## src/hw/lsd_consts.svh

```systemverilog
// constants for the led sink shift and latch block
// assumes inclusion by the top module, the host model and the testbench
`ifndef LSD_CONSTS_SVH
`define LSD_CONSTS_SVH

// channel count and sequence length
`define LSD_CHANNELS 16
`define LSD_SEQ_LEN 5
// enable pin pattern for both sequences, oldest bit high
`define LSD_SEQ_OE 5'h17
// latch pin pattern for entry and for resume
`define LSD_SEQ_LE_ENTER 5'h02
`define LSD_SEQ_LE_RESUME 5'h00
// idle edges before power saving
`define LSD_IDLE_EDGES 5'h10
// clock rate and least fault evaluation time
`define LSD_CLK_MHZ 25
`define LSD_EVAL_NS 1000
`define LSD_EVAL_CYC ((`LSD_EVAL_NS * `LSD_CLK_MHZ + 999) / 1000)
// fifo shape in the edge path
`define LSD_FIFO_WIDTH 3
`define LSD_FIFO_DEPTH 4

`endif

```

## src/hw/lsd_pkg.sv

```systemverilog
// types for the led sink shift and latch block
// assumes the consts header carries all numbers
package lsd_pkg;
  // operating mode, one-hot
  typedef enum logic [1:0] {
    LSD_NORMAL = 2'b01,
    LSD_DETECT = 2'b10
  } lsd_mode_t;
endpackage : lsd_pkg

```

## src/hw/lsd_fifo.sv

```systemverilog
// small fifo with valid and ready on both sides
// assumes one clock and an active high async reset
`timescale 1ns/1ps
module lsd_fifo #(
  parameter int WIDTH = 3,
  parameter int DEPTH = 4
) (
  // clock and reset
  input wire logic ref_clk,
  input wire logic rst,
  // filling side
  input wire logic in_valid,
  output logic in_ready,
  input wire logic [WIDTH-1:0] in_data,
  // draining side
  output logic out_valid,
  input wire logic out_ready,
  output logic [WIDTH-1:0] out_data
);
  localparam int AW = $clog2(DEPTH);
  // storage and pointers
  logic [WIDTH-1:0] mem_q [DEPTH];
  logic [AW-1:0] wr_q, wr_d, rd_q, rd_d;
  logic [AW:0] cnt_q, cnt_d;
  logic push, pop;

  // honest full and empty
  assign in_ready = (cnt_q != (AW+1)'(DEPTH));
  assign out_valid = (cnt_q != '0);
  assign out_data = mem_q[rd_q];
  assign push = in_valid & in_ready;
  assign pop = out_valid & out_ready;

  // next pointer values
  always_comb begin
    wr_d = push ? ((wr_q == AW'(DEPTH-1)) ? '0 : wr_q + 1'b1) : wr_q;
    rd_d = pop ? ((rd_q == AW'(DEPTH-1)) ? '0 : rd_q + 1'b1) : rd_q;
    cnt_d = cnt_q + (AW+1)'(push) - (AW+1)'(pop);
  end

  // register pointers
  always_ff @(posedge ref_clk or posedge rst) begin
    if (rst) begin
      wr_q <= '0;
      rd_q <= '0;
      cnt_q <= '0;
    end else begin
      wr_q <= wr_d;
      rd_q <= rd_d;
      cnt_q <= cnt_d;
    end
  end

  // storage write, no reset needed on data
  always_ff @(posedge ref_clk) begin
    if (push) begin
      mem_q[wr_q] <= in_data;
    end
  end
endmodule : lsd_fifo

```

## src/hw/lsd_top.sv

```systemverilog
// led sink driver control: shift, latch, enable, detection, power save
// assumes host pins are asynchronous to ref_clk and change slowly vs it
//
// Contract
// - latch and enable act on level
// - latch low holds stored data
// - latch high makes storage transparent
// - enable low: channels follow latched bits
// - enable high forces all channels off
// - latched one on, zero off
// - enable pin is active low
// - recognise five-clock detection entry pattern
// - sample data from sixth edge on
// - all ones latched means ready to test
// - enable low in detection evaluates faults
// - enable rise loads results into shifter
// - results use normal frame and order
// - recognise five-clock resume pattern
// - low current flags open or ground short
// - high voltage flags led or supply short
// - low power when latch holds nothing
// - leave power save on first active bit; code leaves on the first edge that changes the shift register contents
// - power save after sixteen unchanged edges
`timescale 1ns/1ps
`include "lsd_consts.svh"
module lsd_top (
  // clock and reset
  input wire logic ref_clk,
  input wire logic rst,
  // host pins
  input wire logic serial_clk_pin,
  input wire logic serial_in_pin,
  input wire logic latch_mode_pin,
  input wire logic enable_mode_pin,
  output logic serial_out_pin,
  // analog fault comparators per channel
  input wire logic [`LSD_CHANNELS-1:0] current_low_pin,
  input wire logic [`LSD_CHANNELS-1:0] voltage_high_pin,
  // outputs to the sink stage
  output logic [`LSD_CHANNELS-1:0] sink_channel,
  output logic power_save,
  output logic detect_mode,
  // edge fifo back-pressure, low means the fifo is full and a new edge would be dropped
  output logic edge_ready
);
  localparam int N = `LSD_CHANNELS;
  localparam int PW = 4 + 2 * N;
  localparam logic [7:0] EVAL_CYC = 8'(`LSD_EVAL_CYC);

  // synchroniser stages and filtered levels
  logic [PW-1:0] pins, s1_q, s2_q, s3_q, flt_q, flt_d;
  // filtered pin views
  logic clk_f, sdi_f, le_f, oe_f;
  logic [N-1:0] cur_low_f, volt_high_f;
  // serial clock edge detect
  logic clk_prev_q;
  logic clk_rise;
  // fifo drain side
  logic ev_valid, ev_ready;
  logic [2:0] ev_data;
  logic ev_sdi, ev_le, ev_oe, ev_pop;
  // shift register, latch and sink state
  logic [N-1:0] shift_q, shift_d, latch_q, latch_d, sink_q, sink_d;
  // mode sequence history, newest in bit 0
  logic [`LSD_SEQ_LEN-1:0] hist_oe_q, hist_oe_d, hist_le_q, hist_le_d;
  lsd_pkg::lsd_mode_t mode_q, mode_d;
  // detection evaluation state
  logic [7:0] eval_q, eval_d;
  logic [N-1:0] result_q, result_d;
  logic eval_done_q, eval_done_d, oe_prev_q, load_q, load_d;
  // power save state
  logic [4:0] idle_q, idle_d;
  logic psave_q, psave_d;

  // fault flags for every channel from both comparators
  function automatic logic [N-1:0] fault_of(input logic [N-1:0] cur_low,
                                            input logic [N-1:0] volt_high);
    fault_of = cur_low | volt_high;
  endfunction : fault_of

  // match of the five-clock history against a pattern
  function automatic logic seq_hit(input logic [`LSD_SEQ_LEN-1:0] oe_h,
                                   input logic [`LSD_SEQ_LEN-1:0] le_h,
                                   input logic [`LSD_SEQ_LEN-1:0] le_p);
    seq_hit = (oe_h == `LSD_SEQ_OE) && (le_h == le_p);
  endfunction : seq_hit

  // gather every outside pin into one vector
  assign pins = {voltage_high_pin, current_low_pin, enable_mode_pin,
                 latch_mode_pin, serial_in_pin, serial_clk_pin};

  // a bit moves only once the second and third stages agree
  always_comb begin
    flt_d = (s2_q & s3_q) | (flt_q & (s2_q | s3_q));
  end

  // three flip-flop synchronisers and filtered levels
  always_ff @(posedge ref_clk or posedge rst) begin
    if (rst) begin
      s1_q <= '0;
      s2_q <= '0;
      s3_q <= '0;
      flt_q <= '0;
      clk_prev_q <= 1'b0;
    end else begin
      s1_q <= pins;
      s2_q <= s1_q;
      s3_q <= s2_q;
      flt_q <= flt_d;
      clk_prev_q <= flt_q[0];
    end
  end

  // filtered views
  assign clk_f = flt_q[0];
  assign sdi_f = flt_q[1];
  assign le_f = flt_q[2];
  assign oe_f = flt_q[3];
  assign cur_low_f = flt_q[4 +: N];
  assign volt_high_f = flt_q[4 + N +: N];
  assign clk_rise = clk_f & ~clk_prev_q;

  // serial clock edges wait here while a result load stalls the shifter
  lsd_fifo #(
    .WIDTH(`LSD_FIFO_WIDTH),
    .DEPTH(`LSD_FIFO_DEPTH)
  ) u_edge_fifo (
    .ref_clk(ref_clk),
    .rst(rst),
    .in_valid(clk_rise),
    .in_ready(edge_ready),
    .in_data({sdi_f, le_f, oe_f}),
    .out_valid(ev_valid),
    .out_ready(ev_ready),
    .out_data(ev_data)
  );

  // drain stalls during the result load cycle
  assign ev_ready = ~load_q;
  assign ev_pop = ev_valid & ev_ready;
  assign {ev_sdi, ev_le, ev_oe} = ev_data;

  // shift register, history and mode next values
  always_comb begin
    shift_d = shift_q;
    hist_oe_d = hist_oe_q;
    hist_le_d = hist_le_q;
    mode_d = mode_q;
    if (load_q) begin
      shift_d = result_q;
    end else if (ev_pop) begin
      shift_d = {shift_q[N-2:0], ev_sdi};
      hist_oe_d = {hist_oe_q[`LSD_SEQ_LEN-2:0], ev_oe};
      hist_le_d = {hist_le_q[`LSD_SEQ_LEN-2:0], ev_le};
      case (mode_q)
        lsd_pkg::LSD_NORMAL: begin
          if (seq_hit(hist_oe_d, hist_le_d, `LSD_SEQ_LE_ENTER)) begin
            mode_d = lsd_pkg::LSD_DETECT;
            hist_oe_d = '0;
            hist_le_d = '0;
          end
        end
        lsd_pkg::LSD_DETECT: begin
          if (seq_hit(hist_oe_d, hist_le_d, `LSD_SEQ_LE_RESUME)) begin
            mode_d = lsd_pkg::LSD_NORMAL;
            hist_oe_d = '0;
            hist_le_d = '0;
          end
        end
        // stray code falls back to normal
        default: begin
          mode_d = lsd_pkg::LSD_NORMAL;
        end
      endcase
    end
  end

  // register shift register, history and mode
  always_ff @(posedge ref_clk or posedge rst) begin
    if (rst) begin
      shift_q <= '0;
      hist_oe_q <= '0;
      hist_le_q <= '0;
      mode_q <= lsd_pkg::LSD_NORMAL;
    end else begin
      shift_q <= shift_d;
      hist_oe_q <= hist_oe_d;
      hist_le_q <= hist_le_d;
      mode_q <= mode_d;
    end
  end

  // latch and sink next values, acting on levels every cycle
  always_comb begin
    latch_d = le_f ? shift_q : latch_q;
    sink_d = oe_f ? '0 : latch_q;
  end

  // register latch and sinks
  always_ff @(posedge ref_clk or posedge rst) begin
    if (rst) begin
      latch_q <= '0;
      sink_q <= '0;
    end else begin
      latch_q <= latch_d;
      sink_q <= sink_d;
    end
  end

  // detection evaluation next values
  always_comb begin
    eval_d = eval_q;
    eval_done_d = eval_done_q;
    result_d = result_q;
    load_d = 1'b0;
    if (mode_q != lsd_pkg::LSD_DETECT) begin
      // leaving detection clears any partial evaluation
      eval_d = '0;
      eval_done_d = 1'b0;
    end else if (!oe_f && (&latch_q)) begin
      if (eval_q < EVAL_CYC) begin
        eval_d = eval_q + 8'h01;
      end else begin
        result_d = fault_of(cur_low_f, volt_high_f);
        eval_done_d = 1'b1;
      end
    end else if (oe_f && !oe_prev_q && eval_done_q) begin
      load_d = 1'b1;
      eval_d = '0;
      eval_done_d = 1'b0;
    end else if (oe_f) begin
      // enable high before the settle time restarts the count
      eval_d = '0;
    end
  end

  // register detection evaluation
  always_ff @(posedge ref_clk or posedge rst) begin
    if (rst) begin
      eval_q <= '0;
      eval_done_q <= 1'b0;
      result_q <= '0;
      load_q <= 1'b0;
      oe_prev_q <= 1'b1;
    end else begin
      eval_q <= eval_d;
      eval_done_q <= eval_done_d;
      result_q <= result_d;
      load_q <= load_d;
      oe_prev_q <= oe_f;
    end
  end

  // power save next values
  always_comb begin
    idle_d = idle_q;
    if (ev_pop && !load_q) begin
      if ({shift_q[N-2:0], ev_sdi} == shift_q) begin
        idle_d = (idle_q < `LSD_IDLE_EDGES) ? idle_q + 5'h01 : idle_q;
      end else begin
        idle_d = '0;
      end
    end
    psave_d = (latch_q == '0) && (idle_q >= `LSD_IDLE_EDGES);
  end

  // register power save
  always_ff @(posedge ref_clk or posedge rst) begin
    if (rst) begin
      idle_q <= '0;
      psave_q <= 1'b0;
    end else begin
      idle_q <= idle_d;
      psave_q <= psave_d;
    end
  end

  // outputs, three straight from flip-flops, detect_mode decoded from mode_q
  assign serial_out_pin = shift_q[N-1];
  assign sink_channel = sink_q;
  assign power_save = psave_q;
  assign detect_mode = (mode_q == lsd_pkg::LSD_DETECT);
endmodule : lsd_top

```

## config.mk

```make
export PLATFORM = sky130hd
export DESIGN_NAME = lsd_top
export DESIGN_NICKNAME = d
export VERILOG_FILES = /design/src/hw/lsd_pkg.sv /design/src/hw/lsd_fifo.sv /design/src/hw/lsd_top.sv
export VERILOG_INCLUDE_DIRS = /design/src /design/src/hw
export SDC_FILE = /design/constraint.sdc
export NUM_CORES = 1
export LEC_CHECK = 0
export BUFFER_PORTS_ARGS = -buffer_cell sky130_fd_sc_hd__buf_2
export CAP_MARGIN = 0
export CORE_MARGIN = 4
export CORE_UTILIZATION = 55
export DETAILED_ROUTE_END_ITERATION = 10
export PLACE_DENSITY = 0.77
export SKIP_LAST_GASP = 1
export SYNTH_ARGS = -nofsm -noshare
export SYNTH_HDL_FRONTEND = slang
export SYNTH_SLANG_ARGS = --single-unit
```

## constraint.sdc

```tcl
create_clock -name ref_clk -period 20.8 [get_ports ref_clk]
set_clock_uncertainty 0.15 [all_clocks]
set_input_delay 2.08 -clock ref_clk [delete_from_list [all_inputs] [get_ports ref_clk]]
set_output_delay 2.08 -clock ref_clk [all_outputs]
set_load 0.02 [all_outputs]
```

# Yosys cells after proc, flatten, opt, wreduce, memory -nomap -nowiden
# Memory sizes are Yosys's and may differ from the RTL's.
# Cells that the tools add are included.
[word_totals] regBits=243 mem_bits_rw=12 inputBits=38 output_inout_bits=20 word_cells=110 memories=1
[memory_table] memory="u_edge_fifo.mem_q" depth=4 word_bits=3 read_ports=1 rd_ports_with_merged_regs=0 wr=1 line_no="lsd_fifo.sv:22" source="logic [WIDTH-1:0] mem_q [DEPTH];"
[classes] add_sub_neg=6 magnitude_cmp=3 n_eq_ne=14 n_mux=30 bitwise_logic=12 n_reduce_logical=23
[op_table] cell="36-bit AND" count=2
[op_table] cell="36-bit bitwise OR" count=2
[op_table] cell="16-bit 2-to-1 mux" count=3
[op_table] cell="8-bit 2-to-1 mux" count=5
[op_table] cell="16-bit equality test" count=1
[op_table] cell="16-bit logical NOT" count=1
[op_table] cell="4-bit 2-to-1 mux" count=4
[op_table] cell="16-bit bitwise OR" count=1
[op_table] cell="4-bit case mux with 2 select lines" count=2
[op_table] cell="16-bit AND reduction" count=1
[op_table] cell="5-bit 2-to-1 mux" count=2
[op_table] cell="1-bit 2-to-1 mux" count=9
[op_table] cell="8-bit by 1-bit adder with 8-bit output (second input constant)" count=1
[op_table] cell="8-bit by 5-bit < comparator with 1-bit output (second input constant)" count=1
[op_table] cell="2-bit 2-to-1 mux" count=4
[op_table] cell="2-bit AND reduction" count=4
[op_table] cell="1-bit logical AND" count=7
[op_table] cell="2-bit equality test (second input constant)" count=3
[op_table] cell="3-bit != test (second input constant)" count=2
[op_table] cell="3-bit nonzero test" count=2
[op_table] cell="5-bit by 1-bit adder with 5-bit output (second input constant)" count=1
[op_table] cell="5-bit by 2-bit equality test with 1-bit output (second input constant)" count=1
[op_table] cell="5-bit equality test (second input constant)" count=1
[op_table] cell="5-bit >= comparator (second input constant)" count=1
[op_table] cell="17 further kinds" count=27

# Longest topological paths before layout
# Gate-level depths: netlist of the first run.
[depth] ltp_word=6 depth_mapped=9 ltp_nobuf=8

# Cells and area by module
# Synthesis of the first run repeated with hierarchy kept, for this count alone.
[hier_totals] hier_cells=581 area_unflattened_um2=8876.0
[modules_own_cells] module="lsd_top" n_inst=1 cells_each=527 area_each_um2=8002.7 seq_area_each_um2=5908.2
[modules_own_cells] module="lsd_fifo" n_inst=1 cells_each=54 area_each_um2=873.3 seq_area_each_um2=535.5

# Worst setup path before layout of the first run
# OpenSTA, ideal clock, no wires.
[synth_path] path_type="register to output" from="register mode_q[0]" to="output detect_mode" arrival_ns=0.859 required_ns=18.570 setup_slack_ns=17.711 path_stages_with_launch=3 path_buffers=0 cell_sequence="dfstp_2 > inv_1 > ha_1"
[synth_between] elab_chain_cells=1
[synth_rtl] item="start, declared" line_no="lsd_top.sv:66" source="lsd_pkg::lsd_mode_t mode_q, mode_d;"
[synth_rtl] item="start signal, assigned" line_no="lsd_top.sv:184" source="mode_q <= lsd_pkg::LSD_NORMAL;"
[synth_rtl] item="start signal, assigned" line_no="lsd_top.sv:189" source="mode_q <= mode_d;"
[synth_rtl] item="2-bit equality test" line_no="lsd_top.sv:282" source="assign detect_mode = (mode_q == lsd_pkg::LSD_DETECT);"
[synth_rtl] item="end, declared" line_no="lsd_top.sv:42" source="output logic detect_mode,"
# Every way passes these cells.

# Worst setup path in the final report of the first run
# Ends and elaborated chain as after synthesis.

==> results of run 1 <==
-- where the power goes --
part / internal [mW] / total, mW / switching (mW) / leakage, nW
Clock: 0.237 / 0.410 / 0.174 / 0.385
Combinational: 0.0913 / 0.191 / 0.0995 / 1.21
Sequential: 0.576 / 0.647 / 0.0719 / 3.08
Total: 0.903 / 1.25 / 0.345 / 4.68
-- flip-flops by register name (all words and copies together) (netlist names), 3 cells and up --
name / flops
s1_q: 36
sink_channel: 16
u_edge_fifo.cnt_q: 3
latch_q: 16
hist_le_q: 4
eval_q: 8
s2_q: 36
s3_q: 36
idle_q: 5
shift_q: 16
hist_oe_q: 4
u_edge_fifo.mem_q: 12
result_q: 16
flt_q: 36
-- through the flow --
| step | cells | hold WS, ns |
|---|---|---|
| finish | 885 | 0.196 |
| global route | 885 | 0.203 |
| CTS | 885 | 0.199 |
| detailed placement | 841 | 0.185 |
| global placement | 841 | 0.182 |
| floorplan | 585 | 0.181 |
-- layout by cell type, fill, tap and decap left out, types with 4 or more instances in the layout --
master	n
sky130_fd_sc_hd__a21o_1	4
sky130_fd_sc_hd__buf_4	4
sky130_fd_sc_hd__or3_1	5
sky130_fd_sc_hd__or4_1	4
sky130_fd_sc_hd__a22o_1	6
sky130_fd_sc_hd__clkbuf_16	24
sky130_fd_sc_hd__clkbuf_8	7
sky130_fd_sc_hd__and2_1	4
sky130_fd_sc_hd__clkinv_2	6
sky130_fd_sc_hd__dfrtp_1	241
sky130_fd_sc_hd__clkinv_1	5
sky130_fd_sc_hd__a21oi_1	23
sky130_fd_sc_hd__a222oi_1	16
sky130_fd_sc_hd__and3_1	5
sky130_fd_sc_hd__inv_1	30
sky130_fd_sc_hd__edfxtp_1	12
sky130_fd_sc_hd__buf_2	57
sky130_fd_sc_hd__nand4_1	5
sky130_fd_sc_hd__and4_1	6
sky130_fd_sc_hd__o21a_1	4
sky130_fd_sc_hd__nor4_1	6
sky130_fd_sc_hd__nor3_1	11
sky130_fd_sc_hd__maj3_1	36
sky130_fd_sc_hd__nor2b_1	17
sky130_fd_sc_hd__mux2_2	16
sky130_fd_sc_hd__nor2_1	38
sky130_fd_sc_hd__o21ai_0	11
sky130_fd_sc_hd__ha_1	12
sky130_fd_sc_hd__nand2_1	17
sky130_fd_sc_hd__nand3_1	6
-- worst min path at each step --
stage	slack, ns	end	cells past startpoint
finish	0.20	s2_q[7]$_DFF_PP0_	0
CTS	0.20	s2_q[21]$_DFF_PP0_	0
global route	0.20	s2_q[25]$_DFF_PP0_	0
floorplan	0.18	s2_q[0]$_DFF_PP0_	0
global placement	0.18	s2_q[10]$_DFF_PP0_	0
detailed placement	0.18	s2_q[21]$_DFF_PP0_	0
-- logic make-up (layout without fill, tap and decap cells) --
logic type | count (synthesis) | after routing | share of synthesized area
DFF | 255 | 255 | 0.738
AOI/OAI and AO/OA | 75 | 75 | 0.0622
xor gates and xnor gates | 3 | 3 | 0.00301
muxes | 19 | 19 | 0.0288
and+or+nand+nor | 136 | 136 | 0.0868
adders and majority gates | 49 | 49 | 0.0607
buffers and inverters | 48 | 137 | 0.0206
-- per-layer routing --
layer,global-route usage,up-vias,share of wire
met5,0,-,0
met4,0.0390,0,0.021
met3,0.0296,24,0.046
met2,0.270,100,0.49
met1,0.238,2403,0.44
li1,-,2208,-
-- cell type report --
type	count	area [um2]
clock buffer	33	704
sequential	255	6440
inverter	32	128
clock inverter	11	61.3
tap	211	264
timing repair buffer	61	315
fill	1063	5320
multi-input combinational	282	2130
==> impl_metrics.sql, run 1 <==
INSERT INTO impl_metrics (metric_group, metric, value, unit) VALUES
('cts', 'tritoncts', 'built', ''),
('routing', 'wl_per_cell', '16.2', 'um'),
('grt', 'grt_overflow_total', '0', ''),
('synthesis', 'synth_cell_count_leaders', '241 x sky130_fd_sc_hd__dfrtp_1, 38 x sky130_fd_sc_hd__nor2_1, 36 x sky130_fd_sc_hd__maj3_1, 31 x sky130_fd_sc_hd__inv_1, 23 x sky130_fd_sc_hd__a21oi_1', ''),
('hold_path', 'hp-class', 'reg2reg', ''),
('worst_setup_path', 'crit_fanout', '14', ''),
('synthesis', 'post_synth_inst_count', '585', ''),
('sta', 'rsz0062_at_grt', 'no', ''),
('synthesis', 'post-synth-top-area-cell', 'sky130_fd_sc_hd__dfrtp_1', ''),
('cts', 'path_clk_slew', '0.06', 'ns'),
('worst_setup_path', 'r2r_path_end', 'u_edge_fifo.cnt_q[2]$_DFF_PP0_', ''),
('sta', 'final_period_minus_worst_setup_slack', '3.95', 'ns'),
('routing', 'drt.antenna.violating_nets', '0', ''),
('grt', 'groute.usage.overall', '0.166', ''),
('worst_setup_path', 'timing.critical_path.depth', '3', ''),
('placed_design', 'dp_hpwl', '9270', 'um'),
('routing', 'detail_route.first_pass.iterations', '5', ''),
('cts', 'cts-root-to-sink-buffers', '3', ''),
('placed_design', 'gp_congestion', '0.847', ''),
('synthesis', 'synth_fp_nets', '636', ''),
('worst_setup_path', 'timing_worst_setup_path_type', 'reg2out', ''),
('flow_run', 'timing.max_cap.violations', '0', ''),
('worst_setup_path', 'critical_path.startpoint_type', 'flip-flop', ''),
('grt', 'antenna_found_initial', '0', ''),
('synthesis', 'post_synth_num_cell_types', '51', ''),
('worst_setup_path', 'critPathTopFamily', 'flip-flops', ''),
('worst_setup_path', 'maximum_single_stage_delay_on_the_critical_path', '0.56', 'ns'),
('worst_setup_path', 'critPathCapture', 'detect_mode', ''),
('power', 'leakage', '4.68', 'nW'),
('worst_setup_path', 'startpoint', 'mode_q[0]$_DFFE_PP1P_', ''),
('sta', 'fraction_of_the_cycle_the_final_worst_path_needs', '0.190', ''),
('sta', 'fmaxAchievable', '253', 'MHz'),
('routing', 'route.vias.total', '4735', ''),
('sta', 'setup-violations-final', '0', ''),
('placed_design', 'placement.cell_area', '9280', 'um2'),
('worst_setup_path', 'critPathRequiredTime', '18.57', 'ns'),
('routing', 'drc_violations_left', '0', ''),
('cts', 'cts.sink_count', '255', ''),
('power', 'power_per_standard_cell_area', '124', 'nW/um2'),
('placed_design', 'dp_worst_setup_slack', '17.07', 'ns'),
('sta', 'slew_headroom', '0.446', ''),
('cells_and_area', 'nNetsFinal', '707', ''),
('worst_setup_path', 'rr_worst_depth', '7', ''),
('cts', 'ctsHoldBuffers', '0', ''),
('sta', 'setup_slack', '16.85', 'ns'),
('cts', 'cts-root-buf', 'sky130_fd_sc_hd__clkbuf_16', ''),
('sta', 'number_of_pins_with_negative_max_slew_slack_in_the_final_report', '0', ''),
('cts', 'htree_levels', '1', ''),
('floorplan', 'start_util', '0.568', ''),
('worst_setup_path', 'crit_arrival', '1.72', 'ns'),
('floorplan', 'die_width', '134', 'um'),
('synthesis', 'dominantRegCellSynth', 'sky130_fd_sc_hd__dfrtp_1', ''),
('run_status', 'status', 'completed', ''),
('worst_setup_path', 'crit_chain', 'inv_1 -> ha_1 -> buf_2', ''),
('synthesis', 'ys.warnings.count', '0', ''),
('worst_setup_path', 'slowest_library_cell_on_the_worst_path', 'sky130_fd_sc_hd__dfstp_2', ''),
('sta', 'finalHoldViolCount', '0', ''),
('worst_setup_path', 'reg2reg_slack', '17.40', 'ns'),
('hold_path', 'worstHoldStart', 's1_q[7]$_DFF_PP0_', ''),
('worst_setup_path', 'regToRegStartpoint', 'load_q$_DFF_PP0_', ''),
('synthesis', 'syn_area', '8730', 'um2'),
('floorplan', 'core', '15400', 'um2'),
('synthesis', 'ys_seq_area_frac', '0.738', ''),
('grt', 'grt_pass1_vias', '4942', ''),
('cts', 'numCtsBuffers', '24', ''),
('synthesis', 'synth-async-reset-ratio', '0.953', ''),
('cells_and_area', 'antenna_cells', '0', ''),
('cells_and_area', 'area_growth', '15.1', '%'),
('placed_design', 'numPortBuffers', '57', ''),
('sta', 'setup-tns-final', '0', 'ns'),
('grt', 'grt_start_max_net_pins', '110', '');
No activity file was read; power rests on OpenSTA's default activity.
==> run 2, diff against run 1 <==
- clock period: 20.8 -> 3.7 ns (I/O delays scaled with it)
==> impl_metrics.sql, run 2 (synthesis gave the netlist of run 1 again) <==
INSERT INTO impl_metrics (metric_group, metric, value, unit) VALUES
('worst_setup_path', 'crit_fanout', '20', ''),
('hold_path', 'hp-class', 'in2async', ''),
('placed_design', 'gp_congestion', '0.804', ''),
('floorplan', 'die_width', '134', 'um'),
('floorplan', 'core.rowCount', '45', ''),
('routing', 'drc_violations_left', '0', ''),
('sta', 'rsz0062_at_grt', 'no', ''),
('cts', 'tritoncts', 'built', ''),
('routing', 'wl_per_cell', '15.7', 'um'),
('cells_and_area', 'area_growth', '19.5', '%'),
('cts', 'htree_levels', '1', ''),
('cts', 'cts-root-buf', 'sky130_fd_sc_hd__clkbuf_16', ''),
('routing', 'total_wirelength_of_the_detailed_routed_design', '14500', 'um'),
('worst_setup_path', 'critPathRequiredTime', '3.95', 'ns'),
('worst_setup_path', 'crit_path_end_kind', 'flip-flop', ''),
('sta', 'slew_headroom', '0.401', ''),
('worst_setup_path', 'crit_chain', 'or2_2 -> clkinv_1 -> ha_1 -> inv_1 -> ha_1 -> fa_1 -> xnor2_1', ''),
('sta', 'setup-tns-final', '0', 'ns'),
('cts', 'clk_latency', '0.51', 'ns'),
('placed_design', 'numPortBuffers', '57', ''),
('cells_and_area', 'nNetsFinal', '745', ''),
('cts', 'cts_resized', '0', ''),
('grt', 'grt_start_max_net_pins', '175', ''),
('sta', 'fraction_of_the_cycle_the_final_worst_path_needs', '0.727', ''),
('sta', 'number_of_pins_with_negative_max_slew_slack_in_the_final_report', '0', ''),
('grt', 'wire_length_of_the_first_global_routing_pass', '25300', 'um'),
('floorplan', 'core', '15400', 'um2'),
('grt', 'grt_overflow_total', '0', ''),
('cts', 'path_clk_slew', '0.06', 'ns'),
('run_status', 'status', 'complete, but fails checks', ''),
('worst_setup_path', 'crit_arrival', '2.94', 'ns'),
('routing', 'detailedRoute.firstIterationViolations', '358', ''),
('sta', 'finalHoldViolCount', '36', ''),
('cells_and_area', 'highest_count_cells_in_the_layout_ignoring_fill_and_taps', '241 x sky130_fd_sc_hd__dfrtp_1, 57 x sky130_fd_sc_hd__buf_2, 38 x sky130_fd_sc_hd__nor2_1', ''),
('sta', 'setup-violations-final', '0', ''),
('placed_design', 'dp_hpwl', '9090', 'um'),
('sta', 'final_period_minus_worst_setup_slack', '2.69', 'ns'),
('power', 'power_per_standard_cell_area', '680', 'nW/um2'),
('cells_and_area', 'mostFrequentLayoutCell', 'sky130_fd_sc_hd__dfrtp_1', ''),
('routing', 'detail_route.vias_per_cell', '5.28', ''),
('worst_setup_path', 'critical_path.startpoint_type', 'flip-flop', ''),
('cts', 'numCtsBuffers', '25', ''),
('routing', 'detail_route.first_pass.iterations', '5', ''),
('grt', 'groute.usage.overall', '0.171', ''),
('cts', 'cts.sink_count', '255', ''),
('cells_and_area', 'antenna_cells', '0', ''),
('floorplan', 'die_height', '134', 'um'),
('routing', 'drt.antenna.violating_nets', '0', ''),
('cells_and_area', 'stdcell_area', '10400', 'um2'),
('floorplan', 'die_area', '18000', 'um2'),
('run_status', 'violations', 'negative hold slack', ''),
('sta', 'smallest_hold_slack', '-0.0695', 'ns'),
('grt', 'antenna_found_initial', '0', ''),
('placed_design', 'placement.cell_area', '9290', 'um2'),
('flow_run', 'timing.max_cap.violations', '0', ''),
('cells_and_area', 'final_layout_size_suffix_gt1_frac', '0.181', ''),
('sta', 'worstMarginPinSlew', '0.898', 'ns'),
('power', 'vdd_drop_max', '0.000464', 'V'),
('worst_setup_path', 'maximum_single_stage_delay_on_the_critical_path', '0.72', 'ns'),
('cells_and_area', 'final_core_utilization', '0.679', ''),
('routing', 'route.vias.total', '4872', ''),
('cts', 'cts-root-to-sink-buffers', '3', ''),
('sta', 'fmaxAchievable', '372', 'MHz'),
('floorplan', 'io_pins', '58', ''),
('power', 'leakage', '4.83', 'nW'),
('floorplan', 'start_util', '0.568', ''),
('grt', 'grt_pass1_vias', '5140', ''),
('worst_setup_path', 'slowest_library_cell_on_the_worst_path', 'sky130_fd_sc_hd__dfrtp_1', ''),
('worst_setup_path', 'timing_worst_setup_path_type', 'reg2reg', ''),
('worst_setup_path', 'most_frequent_cp_cell', 'sky130_fd_sc_hd__ha_1', '');
-- run 2: changes by cell type in the layout (fill, tap and decap cells not counted) --
| cell | before | now |
|---|---|---|
| sky130_fd_sc_hd__buf_12 | 0 | 1 |
| sky130_fd_sc_hd__clkbuf_1 | 2 | 8 |
| sky130_fd_sc_hd__clkbuf_16 | 24 | 25 |
| sky130_fd_sc_hd__clkinv_1 | 5 | 1 |
| sky130_fd_sc_hd__clkinv_2 | 6 | 2 |
| sky130_fd_sc_hd__clkinv_8 | 1 | 0 |
| sky130_fd_sc_hd__clkinvlp_4 | 0 | 2 |
| sky130_fd_sc_hd__dlygate4sd3_1 | 0 | 36 |
| sky130_fd_sc_hd__inv_6 | 0 | 1 |
| sky130_fd_sc_hd__inv_8 | 1 | 0 |
-- run 2: power by group --
part           internal, mW  switching (mW)
Combinational         0.546           0.571
Clock                  1.39           0.963
Sequential             3.24           0.400
-- run 2: through the flow --
step                      total power [mW]  instances  worst slack, ns
after global routing                  7.48        922            0.831
after detailed placement              4.75        842             1.11
after CTS                             7.16        922             1.08
final                                 7.10        922             1.01
after global placement                4.65        842             1.21
after floorplan                       4.38        585         -0.00816
-- run 2: worst paths after layout --
kind	start	end	slack, ns	cells after the start
max in group asynchronous	rst	latch_q[10]$_DFFE_PP0P_	2.77	3
setup / recovery	load_q$_DFF_PP0_	u_edge_fifo.cnt_q[2]$_DFF_PP0_	1.01	7
hold reg to reg	s1_q[20]$_DFF_PP0_	s2_q[20]$_DFF_PP0_	0.19	0
min in group ref_clk	s1_q[20]$_DFF_PP0_	s2_q[20]$_DFF_PP0_	0.19	0
setup reg to reg	load_q$_DFF_PP0_	u_edge_fifo.cnt_q[2]$_DFF_PP0_	1.01	7
hold / removal	rst	s2_q[6]$_DFF_PP0_	-0.07	3
-- run 2: area by class of cell --
cell class / instances / area, um2
clock inverter: 4 / 26.3
inverter: 32 / 124
fill: 1026 / 4930
sequential: 255 / 6440
timing repair buffer: 98 / 696
clock buffer: 40 / 752
tap: 211 / 264
multi-input combinational: 282 / 2130
-- run 2: worst max-delay path, delay by kind of cell, from the launching register on --
kind,cells,cell delay (ns)
fa+ha+maj,3,0.88
flops,1,0.72
simple gates,1,0.46
buf+inv,2,0.23
xor+xnor,1,0.14
-- run 2: what timing repair did --
action                                 CTS  global route
buffers inserted                         0             0
endpoints found under the hold margin   36             0
hold buffers                            36             0
-- run 2: routing by layer --
metal  vias up  part of all wire  GRT usage
met5         -                 0          0
met4         0             0.022     0.0520
met1      2448              0.43      0.237
met2       122              0.50      0.282
met3        26             0.046     0.0323
li1       2276                 -          -
==> run 3, diff against run 2 <==
- ABC_AREA: unset -> 1
- clock period: 3.7 -> 2.8 ns (I/O delays scaled with it)
==> impl_metrics.sql, run 3 <==
INSERT INTO impl_metrics (metric_group, metric, value, unit) VALUES
('placed_design', 'post-place-cells', '984', ''),
('cells_and_area', 'nNetsFinal', '883', ''),
('synthesis', 'synth_cell_count_leaders', '241 x sky130_fd_sc_hd__dfrtp_1, 108 x sky130_fd_sc_hd__nand2_1, 78 x sky130_fd_sc_hd__inv_1, 64 x sky130_fd_sc_hd__nor2_1, 36 x sky130_fd_sc_hd__maj3_1', ''),
('worst_setup_path', 'critPathRequiredTime', '3.03', 'ns'),
('worst_setup_path', 'timing_worst_setup_path_type', 'reg2reg', ''),
('cells_and_area', 'antenna_cells', '0', ''),
('cells_and_area', 'area_growth', '19.6', '%'),
('synthesis', 'dominantRegCellSynth', 'sky130_fd_sc_hd__dfrtp_1', ''),
('cells_and_area', 'layout.cells.non_filler', '1067', ''),
('cts', 'clk_latency', '0.51', 'ns'),
('grt', 'grt_start_max_net_pins', '79', ''),
('routing', 'wl_per_cell', '14.3', 'um'),
('floorplan', 'start_util', '0.564', ''),
('worst_setup_path', 'crit_fanout', '13', ''),
('routing', 'detailedRoute.firstIterationViolations', '395', ''),
('routing', 'total_wirelength_of_the_detailed_routed_design', '15200', 'um'),
('synthesis', 'synth-async-reset-ratio', '0.953', ''),
('run_status', 'status', 'completed', ''),
('sta', 'fraction_of_the_cycle_the_final_worst_path_needs', '0.810', ''),
('cells_and_area', 'stdcell_area', '10800', 'um2'),
('grt', 'wire_length_of_the_first_global_routing_pass', '26200', 'um'),
('placed_design', 'placement.cell_area', '9570', 'um2'),
('power', 'power_per_standard_cell_area', '886', 'nW/um2'),
('synthesis', 'ys.warnings.count', '0', ''),
('cts', 'htree_levels', '1', ''),
('cts', 'numCtsBuffers', '25', ''),
('sta', 'rsz0062_at_grt', 'no', ''),
('floorplan', 'core.rowCount', '46', ''),
('synthesis', 'syn_area', '9030', 'um2'),
('routing', 'route.vias.total', '5382', ''),
('synthesis', 'post_synth_inst_count', '720', ''),
('routing', 'detail_route.first_pass.iterations', '5', ''),
('sta', 'final_period_minus_worst_setup_slack', '2.27', 'ns'),
('synthesis', 'synth.top_cell.area_share', '0.668', ''),
('grt', 'groute.usage.overall', '0.174', ''),
('floorplan', 'io_pins', '58', ''),
('worst_setup_path', 'crit_path_end_kind', 'flip-flop', ''),
('sta', 'finalHoldViolCount', '0', ''),
('sta', 'slew_headroom', '0.347', ''),
('cells_and_area', 'highest_count_cells_in_the_layout_ignoring_fill_and_taps', '241 x sky130_fd_sc_hd__dfrtp_1, 108 x sky130_fd_sc_hd__nand2_1, 77 x sky130_fd_sc_hd__inv_1', ''),
('grt', 'antenna_found_initial', '0', ''),
('synthesis', 'post-synth-top-count-cell', 'sky130_fd_sc_hd__dfrtp_1', ''),
('sta', 'fmaxAchievable', '441', 'MHz'),
('grt', 'grt_pass1_vias', '5539', ''),
('placed_design', 'numPortBuffers', '57', ''),
('synthesis', 'ys_top_cells_by_area', 'sky130_fd_sc_hd__dfrtp_1 67%, sky130_fd_sc_hd__nand2_1 4.5%, sky130_fd_sc_hd__maj3_1 4.0%', ''),
('cts', 'cts_setup_buffers', '0', ''),
('routing', 'drc_violations_left', '0', ''),
('flow_run', 'timing.max_cap.violations', '0', ''),
('worst_setup_path', 'critical_path.startpoint_type', 'flip-flop', ''),
('placed_design', 'gp_congestion', '0.820', ''),
('power', 'vdd_drop_max', '0.000601', 'V'),
('cts', 'tritoncts', 'built', ''),
('cts', 'cts.sink_count', '255', ''),
('cells_and_area', 'fill_cells', '1146', ''),
('cells_and_area', 'final_layout_size_suffix_gt1_frac', '0.169', ''),
('grt', 'grt_overflow_total', '0', ''),
('cts', 'cts-root-buf', 'sky130_fd_sc_hd__clkbuf_16', ''),
('sta', 'setup-violations-final', '0', ''),
('hold_path', 'hp-class', 'reg2reg', ''),
('cts', 'cts-root-to-sink-buffers', '3', ''),
('cells_and_area', 'mostFrequentLayoutCell', 'sky130_fd_sc_hd__dfrtp_1', ''),
('floorplan', 'die_area', '18500', 'um2'),
('floorplan', 'die_height', '136', 'um'),
('synthesis', 'synth_fp_nets', '771', ''),
('sta', 'number_of_pins_with_negative_max_slew_slack_in_the_final_report', '0', ''),
('sta', 'smallest_hold_slack', '0.194', 'ns'),
('synthesis', 'post_synth_num_cell_types', '35', ''),
('power', 'leakage', '5.04', 'nW'),
('synthesis', 'ys_seq_area_frac', '0.714', ''),
('sta', 'worstMarginPinSlew', '0.979', 'ns'),
('floorplan', 'core', '16000', 'um2'),
('worst_setup_path', 'crit_arrival', '2.50', 'ns'),
('routing', 'drt.antenna.violating_nets', '0', ''),
('routing', 'detail_route.vias_per_cell', '5.04', ''),
('synthesis', 'flip_flop_and_latch_count_after_synthesis', '255', ''),
('cts', 'path_clk_slew', '0.06', 'ns'),
('floorplan', 'die_width', '136', 'um'),
('placed_design', 'dp_hpwl', '10200', 'um'),
('synthesis', 'postSynthAreaPerCell', '12.5', 'um2'),
('synthesis', 'synth_enable_flop_cells', '12', ''),
('synthesis', 'post-synth-top-area-cell', 'sky130_fd_sc_hd__dfrtp_1', '');
==> run 3: cell count changes in the layout (fill, tap and decap cells not counted), moves of 13 or more <==
cell	before	now
sky130_fd_sc_hd__a21oi_1	23	2
sky130_fd_sc_hd__a222oi_1	16	0
sky130_fd_sc_hd__inv_1	30	77
sky130_fd_sc_hd__mux2_2	16	0
sky130_fd_sc_hd__nand2_1	17	108
sky130_fd_sc_hd__nand2_2	0	14
sky130_fd_sc_hd__nand3_1	6	23
sky130_fd_sc_hd__nand4_1	5	18
sky130_fd_sc_hd__nor2_1	38	64
sky130_fd_sc_hd__nor2b_1	17	0
sky130_fd_sc_hd__o21ai_0	11	24
sky130_fd_sc_hd__o21ai_2	1	16
sky130_fd_sc_hd__o221ai_1	0	16
==> run 3: area by class of cell <==
type / instances / area [um2] / area share
Tap cell: 216 / 270 / 0.0250
Sequential cell: 255 / 6440 / 0.597
Multi-Input combinational cell: 369 / 2180 / 0.202
Timing Repair Buffer: 103 / 748 / 0.0693
Clock inverter: 6 / 83.8 / 0.00776
Inverter: 78 / 297 / 0.0275
Clock buffer: 40 / 772 / 0.0715
==> run 3: what timing repair did <==
action,in CTS,in global routing
hold buffers,37,0
endpoints found under the hold margin,59,0
resized for setup,0,0
==> run 3: worst paths after layout <==
check / depth (start not counted) / to / slack (ns) / start
worst max-delay path: 9 / u_edge_fifo.cnt_q[2]$_DFF_PP0_ / 0.53 / u_edge_fifo.cnt_q[1]$_DFF_PP0_
worst min-delay path: 0 / s2_q[24]$_DFF_PP0_ / 0.19 / s1_q[24]$_DFF_PP0_
worst max register to register: 9 / u_edge_fifo.cnt_q[2]$_DFF_PP0_ / 0.53 / u_edge_fifo.cnt_q[1]$_DFF_PP0_
worst min register to register: 0 / s2_q[24]$_DFF_PP0_ / 0.19 / s1_q[24]$_DFF_PP0_
max in group asynchronous: 4 / mode_q[0]$_DFFE_PP1P_ / 1.40 / rst
min in group asynchronous: 3 / s2_q[34]$_DFF_PP0_ / 0.27 / rst
==> run 3: routing by layer <==
layer | vias to the layer above | share of wire | global-route usage
met5 | - | 0 | 0
met4 | 0 | 0.017 | 0.0487
met3 | 26 | 0.045 | 0.0303
met2 | 116 | 0.52 | 0.306
met1 | 2667 | 0.42 | 0.224
li1 | 2573 | - | -
==> run 3: logic make-up after synthesis <==
family	after synthesis	share of synthesized area
AOI/OAI and AO/OA	70	0.0541
xor gates and xnor gates	8	0.00776
adders and majority gates	49	0.0588
buffers and inverters	96	0.0444
DFF	255	0.714
and+or+nand+nor	242	0.121
==> run 3: stage by stage <==
stage               setup WS (ns)  power (mW)   util  TNS, ns
floorplan                  -0.818        5.74      -  -197.18
global placement            0.644        6.11  0.598        0
detailed placement          0.520        6.23  0.598        0
CTS                         0.531        9.66  0.675        0
global route                0.399        10.1  0.675        0
finish                      0.531        9.57  0.675        0
==> run 3: report_power, final <==
| part | internal [mW] | total (mW) | switching (mW) |
|---|---|---|---|
| logic | 0.570 | 1.59 | 1.02 |
| clock network | 2.07 | 3.35 | 1.28 |
| registers | 4.25 | 4.63 | 0.381 |
| total | 6.89 | 9.57 | 2.68 |
==> run 3: worst max-delay path, cell delays in order (launching register included) <==
cell	delay, ns
sky130_fd_sc_hd__dfrtp_1	0.41
sky130_fd_sc_hd__nor2_1	0.13
sky130_fd_sc_hd__nand2_1	0.08
sky130_fd_sc_hd__nand2_1	0.08
sky130_fd_sc_hd__inv_1	0.17
sky130_fd_sc_hd__ha_1	0.33
sky130_fd_sc_hd__inv_1	0.04
sky130_fd_sc_hd__ha_1	0.19
sky130_fd_sc_hd__fa_1	0.37
sky130_fd_sc_hd__xor2_1	0.18
